File: config.mk
export PLATFORM = sky130hd
export DESIGN_NAME = supply_supervisor_reset
export DESIGN_NICKNAME = d
export VERILOG_FILES = /design/src/rtl/supply_supervisor_pkg.sv /design/src/rtl/supply_supervisor_reset.sv
export VERILOG_INCLUDE_DIRS = /design/src /design/src/rtl
export SDC_FILE = /design/constraint.sdc
export NUM_CORES = 1
export LEC_CHECK = 0
export BUFFER_PORTS_ARGS = -buffer_cell sky130_fd_sc_hd__buf_2
export CELL_PAD_IN_SITES_DETAIL_PLACEMENT = 0
export CELL_PAD_IN_SITES_GLOBAL_PLACEMENT = 1
export CORE_ASPECT_RATIO = 1.25
export CORE_MARGIN = 2
export CORE_UTILIZATION = 44
export DETAILED_ROUTE_END_ITERATION = 16
export GPL_TIMING_DRIVEN = 0
export PLACE_DENSITY = 0.92
export SETUP_SLACK_MARGIN = 0.05
export SLEW_MARGIN = 20
export SYNTH_ARGS = -nofsm -noshare
export SYNTH_HDL_FRONTEND = slang
export SYNTH_SLANG_ARGS = --single-unit
File: constraint.sdc
create_clock -name clk -period 3.4 [get_ports clk]
set_clock_uncertainty 0.05 [all_clocks]
set_input_delay 0.34 -clock clk [delete_from_list [all_inputs] [get_ports clk]]
set_output_delay 0.34 -clock clk [all_outputs]
set_load 0.03 [all_outputs]
File: src/rtl/supply_supervisor_defines.svh
// timing counts and counter width for the supply supervisor
`ifndef SUPPLY_SUPERVISOR_DEFINES_SVH
`define SUPPLY_SUPERVISOR_DEFINES_SVH
// Overview of operation
// RL1 - the pre-drivers stay off while the 5 V undervoltage flag is set.
// RL2 - a rising 5 V undervoltage flag raises the request if enabled.
// RL3 - a 5 V overvoltage disconnects that supply while it lasts.
// RL4 - a long core supply dip asserts power-on reset after a fixed delay.
// RL5 - the pre-driver regulator stays off while power-on reset is active.
// RL6 - a debug pin high in reset turns the regulator on in bootstrap.
// RL7 - with debug as I/O, select 0 keeps the regulator on in bootstrap.
// RL8 - the host waits 100 us after the first reset release to transfer.
// RL9 - the host waits 30 us after each later reset release to transfer.
// RL10 - the host keeps the serial clock at or below 12.5 MHz.
// RL11 - the host allows one clock period from select low to first rise.
// RL12 - the host allows one clock period from last fall to select high.
// RL13 - supply monitor indications are synchronised before they are used.
`define CLK_PERIOD_NS 10
`define POR_QUAL_NS 1000
`define POR_QUAL_CYC ((`POR_QUAL_NS + `CLK_PERIOD_NS - 1) / `CLK_PERIOD_NS)
`define POR_DELAY_NS 1000
`define POR_DELAY_CYC ((`POR_DELAY_NS + `CLK_PERIOD_NS - 1) / `CLK_PERIOD_NS)
`define SPI_FIRST_WAIT_US 100
`define SPI_NEXT_WAIT_US 30
`define SPI_SCLK_MAX_KHZ 12500
`define CNT_W 8
`endif

File: src/rtl/supply_supervisor_pkg.sv
// types for the supply supervisor
package supply_supervisor_pkg;
  typedef enum logic [2:0] {
    POR_RUN = 3'b001,
    POR_QUAL = 3'b010,
    POR_DELAY = 3'b100
  } por_state_t;
endpackage : supply_supervisor_pkg

File: src/rtl/supply_supervisor_reset.sv
// supply supervision and power-on reset sequencing
`timescale 1ns/10ps
`include "supply_supervisor_defines.svh"
module supply_supervisor_reset
  import supply_supervisor_pkg::*;
(
  // clock and reset
  input wire logic clk,
  input wire logic rst,
  // analog monitor indications, asynchronous
  input wire logic supply5_uv_raw,
  input wire logic supply5_ov_raw,
  input wire logic core_uv_raw,
  // pins
  input wire logic external_reset_n,
  input wire logic debug_pin,
  input wire logic driver_enable_in,
  // configuration
  input wire logic supply5_uv_irq_en,
  input wire logic ext_regulator_sel,
  input wire logic bootstrap_phase,
  // status and control
  output logic supply5_undervoltage_flag,
  output logic supply5_disconnect,
  output logic power_on_reset_n,
  output logic predriver_enable,
  output logic predriver_reg_on,
  output logic interrupt_request_n
);
  // ------------------------------------------------------------
  // synchronisers
  // ------------------------------------------------------------
  // reset value treats supplies as bad until proven good
  wire logic uv5_s;
  wire logic ov5_s;
  wire logic core_uv_s;
  wire logic ext_rst_n_s;
  wire logic debug_s;
  wire logic drv_en_s;
  supply_sync_stage #(
    .RESET_VAL(1'b1)
  ) uv5_sync (
    .clk(clk),
    .rst(rst),
    .async_in(supply5_uv_raw),
    .sync_out(uv5_s)
  );
  supply_sync_stage #(
    .RESET_VAL(1'b1)
  ) ov5_sync (
    .clk(clk),
    .rst(rst),
    .async_in(supply5_ov_raw),
    .sync_out(ov5_s)
  );
  supply_sync_stage #(
    .RESET_VAL(1'b1)
  ) core_uv_sync (
    .clk(clk),
    .rst(rst),
    .async_in(core_uv_raw),
    .sync_out(core_uv_s)
  );
  supply_sync_stage #(
    .RESET_VAL(1'b1)
  ) ext_rst_sync (
    .clk(clk),
    .rst(rst),
    .async_in(external_reset_n),
    .sync_out(ext_rst_n_s)
  );
  supply_sync_stage #(
    .RESET_VAL(1'b1)
  ) debug_sync (
    .clk(clk),
    .rst(rst),
    .async_in(debug_pin),
    .sync_out(debug_s)
  );
  // drivers stay disabled until their enable pin has been seen
  supply_sync_stage #(
    .RESET_VAL(1'b0)
  ) drv_en_sync (
    .clk(clk),
    .rst(rst),
    .async_in(driver_enable_in),
    .sync_out(drv_en_s)
  );
  // ------------------------------------------------------------
  // power-on reset sequencer
  // ------------------------------------------------------------
  por_state_t state_q, state_d;
  logic [`CNT_W-1:0] cnt_q, cnt_d;
  logic por_n_q, por_n_d;
  localparam logic [`CNT_W-1:0] QUAL_LAST = `CNT_W'(`POR_QUAL_CYC - 1);
  localparam logic [`CNT_W-1:0] DELAY_LAST = `CNT_W'(`POR_DELAY_CYC - 1);
  wire logic cnt_qual_done = (cnt_q == QUAL_LAST);
  wire logic cnt_delay_done = (cnt_q == DELAY_LAST);
  wire logic [`CNT_W-1:0] cnt_inc = cnt_q + `CNT_W'(1);
  always_comb begin
    state_d = state_q;
    cnt_d = `CNT_W'(0);
    por_n_d = por_n_q;
    unique case (state_q)
      POR_RUN: begin
        if (core_uv_s) begin
          state_d = POR_QUAL;
        end else begin
          por_n_d = 1'b1;
        end
      end
      POR_QUAL: begin
        // short dips below the threshold do not reset the core
        if (!core_uv_s) begin
          state_d = POR_RUN;
        end else if (cnt_qual_done) begin
          state_d = POR_DELAY; // RL4
        end else begin
          cnt_d = cnt_inc;
        end
      end
      POR_DELAY: begin
        if (cnt_delay_done) begin
          por_n_d = 1'b0; // RL4
          state_d = POR_RUN;
        end else begin
          cnt_d = cnt_inc;
        end
      end
      default: begin
        state_d = POR_RUN;
        por_n_d = 1'b0;
      end
    endcase
  end
  always_ff @(posedge clk) begin
    if (rst) begin
      state_q <= POR_RUN;
      cnt_q <= `CNT_W'(0);
      por_n_q <= 1'b0;
    end else begin
      state_q <= state_d;
      cnt_q <= cnt_d;
      por_n_q <= por_n_d;
    end
  end
  // ------------------------------------------------------------
  // debug strap, caught while reset is held
  // ------------------------------------------------------------
  logic strap_q;
  wire logic in_reset = !por_n_q || !ext_rst_n_s;
  always_ff @(posedge clk) begin
    if (rst) begin
      strap_q <= 1'b1;
    end else if (in_reset) begin
      strap_q <= debug_s; // RL6
    end
  end
  // ------------------------------------------------------------
  // flags, interrupt and outputs
  // ------------------------------------------------------------
  logic uv5_q;
  logic ov5_q;
  logic irq_q;
  logic pre_en_q;
  logic reg_on_q;
  wire logic uv5_rise = uv5_s && !uv5_q;
  wire logic irq_d = (uv5_rise && supply5_uv_irq_en) || // RL2
                     (irq_q && uv5_s);
  // bootstrap regulator: strap high or internal select, never in power-on reset
  wire logic boot_on = bootstrap_phase && // RL6 RL7
                       (strap_q || !ext_regulator_sel);
  wire logic reg_d = por_n_q && (boot_on || !ext_regulator_sel); // RL5
  wire logic pre_d = drv_en_s && !uv5_s && por_n_q && ext_rst_n_s; // RL1
  always_ff @(posedge clk) begin
    if (rst) begin
      uv5_q <= 1'b1;
      ov5_q <= 1'b1;
      irq_q <= 1'b0;
      pre_en_q <= 1'b0;
      reg_on_q <= 1'b0;
    end else begin
      uv5_q <= uv5_s;
      ov5_q <= ov5_s; // RL3
      irq_q <= irq_d;
      pre_en_q <= pre_d;
      reg_on_q <= reg_d;
    end
  end
  assign supply5_undervoltage_flag = uv5_q;
  assign supply5_disconnect = ov5_q; // RL3
  assign power_on_reset_n = por_n_q;
  assign predriver_enable = pre_en_q;
  assign predriver_reg_on = reg_on_q;
  assign interrupt_request_n = !irq_q;
endmodule : supply_supervisor_reset

// ------------------------------------------------------------
// two-flop synchroniser for one asynchronous input
// ------------------------------------------------------------
module supply_sync_stage #(
  parameter logic RESET_VAL = 1'b0
) (
  // clock and reset
  input wire logic clk,
  input wire logic rst,
  // asynchronous input and its synchronised copy
  input wire logic async_in,
  output logic sync_out
);
  logic meta_q;
  logic sync_q;
  // only the second flop is read, the first may be metastable
  always_ff @(posedge clk) begin
    if (rst) begin
      meta_q <= RESET_VAL;
      sync_q <= RESET_VAL;
    end else begin
      meta_q <= async_in; // RL13
      sync_q <= meta_q;
    end
  end
  assign sync_out = sync_q;
endmodule : supply_sync_stage

# Yosys cells after proc, flatten, opt, wreduce, memory -nomap -nowiden
# Cells that the tools add are included.
[classes]
addsub = 1
n_eq_ne = 8
muxes = 11
bitwise_logic = 1
reduce_logical = 20
[op_table]
columns = ["op", "n"]
rows = [
  ["8-bit 2-to-1 mux", 2],
  ["8-bit one-hot mux with 2 select lines", 1],
  ["3-bit 2-to-1 mux", 4],
  ["3-bit one-hot mux with 3 select lines", 1],
  ["8-bit by 1-bit adder with 8-bit output (second input constant)", 1],
  ["8-bit by 7-bit == test with 1-bit output (second input constant)", 1],
  ["1-bit logical AND", 8],
  ["1-bit logical NOT", 6],
  ["3-bit AND reduction", 2],
  ["1-bit logical OR", 4],
  ["2-bit inequality test (second input constant)", 2],
  ["3-bit by 1-bit == test with 1-bit output (second input constant)", 1],
  ["3-bit by 2-bit == test with 1-bit output (second input constant)", 1],
  ["3-bit == test (second input constant)", 1],
  ["3-bit inequality test (second input constant)", 1],
  ["1-bit one-hot mux with 3 select lines", 1],
  ["1-bit 2-to-1 mux", 2],
  ["2-bit by 1-bit inequality test with 1-bit output (second input constant)", 1],
  ["1-bit inverter", 1],
]
[word_totals]
reg_bits = 30
input_bits = 11

# Logic depth before layout (Yosys ltp)
[logic_depth]
ltp_word = 5
ltp_mapped = 4
depth_no_buf = 4

# By module
# Synthesis repeated with hierarchy kept, for this count alone.
[hier_totals]
cells_unflattened = 103
hier_area_um2 = 1061.0
[by_module_without_submodules]
columns = ["mod", "n_inst", "cells_per_inst", "area_per_inst_um2", "seq_area_each_um2"]
rows = [
  ["supply_supervisor_reset", 1, 79, 745.7, 360.3],
  ["supply_sync_stage", 6, 4, 52.6, 40.0],
]

# Worst setup path after synthesis
# No wires, ideal clock.
[synth_timing]
path_type = "register to register"
from = "register cnt_q[0]"
to = "register state_q[1]"
setup_ps = 114
t_arrival_ps = 1136
path_slack_ps = 2099
stages_incl_launch_ff = 5
path_buffers = 0
cell_sequence = "dfxtp_1 ha_1 nand4bb_1 o211ai_1 a2111oi_0"
[synth_via]
elab_chain_len = 3
elab_cells_between_ends = 4
classes_between = "eq/ne (3); reduce/logical (1)"
[synth_lines]
columns = ["element", "line", "source"]
rows = [
  ["start: declaration", "supply_supervisor_reset.sv:93", "logic [`CNT_W-1:0] cnt_q, cnt_d;"],
  ["start signal: assignment", "supply_supervisor_reset.sv:139", "cnt_q <= `CNT_W'(0);"],
  ["start signal: assignment", "supply_supervisor_reset.sv:143", "cnt_q <= cnt_d;"],
  ["8-bit by 7-bit == test with 1-bit output (*)", "supply_supervisor_reset.sv:97, supply_supervisor_reset.sv:98", ""],
  ["3-bit inequality test (no line) / 2-bit inequality test (equally long branches)", "n/a", ""],
  ["3-bit AND reduction (no line) (*)", "n/a", ""],
  ["end signal: assignment", "supply_supervisor_reset.sv:142", "state_q <= state_d;"],
  ["end: declaration", "supply_supervisor_reset.sv:92", "por_state_t state_q, state_d;"],
]
# Every way passes the cells marked *; elsewhere a longest branch is shown, timed or not.
# A chain may end at the register's enable or synchronous reset.

# Worst setup path after layout
# Ends and elaborated chain as after synthesis.

==> impl_metrics.json <==
{
  "status": "finished clean",
  "relSlewSlack_pct": 61.9,
  "critPathMaxStageDelay_ns": 0.40,
  "synth_area_leader_cell": "dfxtp_1",
  "reg_top3": "cnt_q (8), state_q (3)",
  "clock-root-buffer": "clkbuf_4",
  "yosysSeqAreaShare_pct": 56.6,
  "yosys_warnings": 0,
  "synthArstFlopShare_pct": 0,
  "antennaDiodeCount": 0,
  "critPathKind": "reg2reg",
  "synth_ff_type": "dfxtp_1",
  "crit_arrival_ns": 1.61,
  "ys_types": 34,
  "use_met2_pct": 23.6,
  "ios": 17,
  "cts_hold_buf": 0,
  "critPathRequiredTime_ns": 3.55,
  "h-tree-depth": 2,
  "io_buffers": 16,
  "vias": 788,
  "syn_to_final_growth_pct": 18.6,
  "hp-class": "in2reg",
  "power_density_nw_per_um2": 536,
  "drv_slew": 0,
  "place_congestion": 0.714,
  "yosysMostFrequentCell": "dfxtp_1",
  "layout-drive-gt1-share_pct": 28.9,
  "globalRouteOverflowTotal": 0,
  "largest_register": "cnt_q",
  "nets": 139,
  "num_rows": 19,
  "cp-start-kind": "flip-flop",
  "routed_wl_um": 1700,
  "top_usage_layer": "met2",
  "cts_setup_buffers": 0,
  "synth_area_leaders": "dfxtp_1 57%, or2_2 7.1%, xor2_1 2.5%",
  "vias_per_cell": 4.96,
  "cp_max_fo": 5,
  "worstSetupEndpointType": "flip-flop",
  "syn-num-nets": 116,
  "ys_seq_elements": 30,
  "finalCritPeriodShare_pct": 42.9,
  "die_w_um": 47.9,
  "min_period_ns": 1.46,
  "post-synth-top-area-fraction_pct": 56.6,
  "die-area_um2": 2820,
  "grt_pass1_wl_um": 2920,
  "drv_cap": 0,
  "ant_nets": 0,
  "die_h_um": 58.9,
  "grt_max_degree": 11,
  "crit_slowest_cell": "a2111oi_0",
  "synthesis.instances": 104,
  "cts_made_buffers": 5,
  "tns_ns": 0,
  "cts_repair_resize_count": 0,
  "dpl-instance-area_um2": 1180,
  "grt_pass1_vias": 742,
  "max_freq_ghz": 0.686,
  "antenna_found_initial": 0,
  "clockBufferDepth": 2,
  "ir_drop_mv": 0.251,
  "hpwl_um": 1250,
  "grt_use_met1_pct": 15.3,
  "core_area_um2": 2230,
  "rsz0062_at_grt": "false",
  "leakage_nw": 0.491,
  "pre_cts_ws_ns": 1.91,
  "largest_reg_flops": 8,
  "finalHoldViolCount": 0,
  "finalSetupViolCount": 0,
  "synth_area_um2": 1060,
  "wl_per_cell_um": 10.7,
  "syn_area_per_cell_um2": 10.2,
  "setup_ws_ns": 1.94,
  "worst_pin_slew_ns": 0.568,
  "initial_core_util_pct": 47.5,
  "netlist_top_cells_count": "30 x dfxtp_1, 12 x or2_2, 5 x inv_1, 5 x nand2_1",
  "cp_cell_sequence": "ha_1 > nand4bb_1 > o211ai_1 > a2111oi_0",
  "met3_usage_pct": 6.44,
  "final_cell_area_um2": 1260,
  "firstDrtPassIters": 5,
  "cts_tree": "built",
  "drcViolationCount": 0,
  "clk_latency_ns": 0.32,
  "clkSinkCount": 30,
  "grt_use_total_pct": 14.8,
  "cts.clk_slew.worst_paths_ns": 0.09,
  "drt_iter0_markers": 22,
  "synth_edf_count": 0
}
## power breakdown
group	switching (mW)	internal, mW	leakage, nW	total, mW
registers	0.00925	0.365	0.246	0.374
clock network	0.114	0.141	0.0446	0.255
logic	0.0215	0.0232	0.201	0.0447
## through the flow
step	instances	power (mW)	util, %	hold slack (ns)
finish	159	0.674	56.3	0.130
global route	159	0.706	56.3	0.124
CTS	159	0.683	56.3	0.121
detailed placement	151	0.428	52.8	0.345
floorplan	104	0.414	-	0.339
global placement	151	0.425	52.8	0.341
## cell type report
cell class | instances | area (um2)
buffer | 2 | 7.51
clock buffer | 8 | 78.8
fill | 213 | 976
inverter | 5 | 18.8
multi-input combinational | 67 | 434
sequential | 30 | 601
tap | 31 | 38.8
timing repair buffer | 16 | 80.1
## worst paths after layout
| kind | slack (ns) | endpoint | from | cells after the start |
|---|---|---|---|---|
| max | 1.94 | state_q[1] | cnt_q[0] | 4 |
| min | 0.13 | predriver_reg_on | ext_regulator_sel | 2 |
| max reg2reg | 1.94 | state_q[1] | cnt_q[0] | 4 |
| min reg2reg | 0.36 | core_uv_sync.sync_out | core_uv_sync.meta_q | 1 |
## cells in the final DEF (no fill, tap or decap)
cell and instances:
buf_2 16, nor3b_1 1, inv_1 5, buf_1 1, or4_1 1, a21o_1 1, nor2_1 4, a2111oi_0 1
clkbuf_1 1, a211oi_1 2, clkbuf_8 3, xnor2_1 1, o31ai_1 1, dfxtp_1 30, nor2b_1 3, and3b_1 1
clkbuf_4 5, o21ai_1 1, nor3_1 4, a2bb2oi_1 1, a21boi_1 1, or2_2 12, ha_1 1, nand3b_1 2
nand4bb_1 1, nand2b_1 2, or3_1 3, or3b_4 1, o211ai_1 2, o32ai_1 1, a21oi_1 3, xor2_1 3
a21boi_0 1, nand3_1 3, o21ai_0 3, nand2_1 5, a311o_1 1
## critical path: cells and delay by family (launching register included)
kind                     cells  cell delay (ns)
adder cells (fa/ha/maj)      1             0.25
AO/OA/AOI/OAI                2             0.50
AND/OR/NAND/NOR              1             0.19
flip-flops                   1             0.34
## routing by layer
layer  vias to the layer above  wire length [um]
met1                       363               733
met2                        15               857
li1                        406                 -
met3                         4                87
met4                         0                24
met5                         -                 0
## kinds of logic after synthesis
group                      Yosys count  share of synthesized area (%)
xor gates and xnor gates             4                           3.30
adders and majority gates            1                           1.18
and+or+nand+nor                     43                           24.1
buffers and inverters                7                           2.48
DFF                                 30                           56.6
AOI/OAI and AO/OA                   19                           12.4
(Power assumes the default switching activity.)
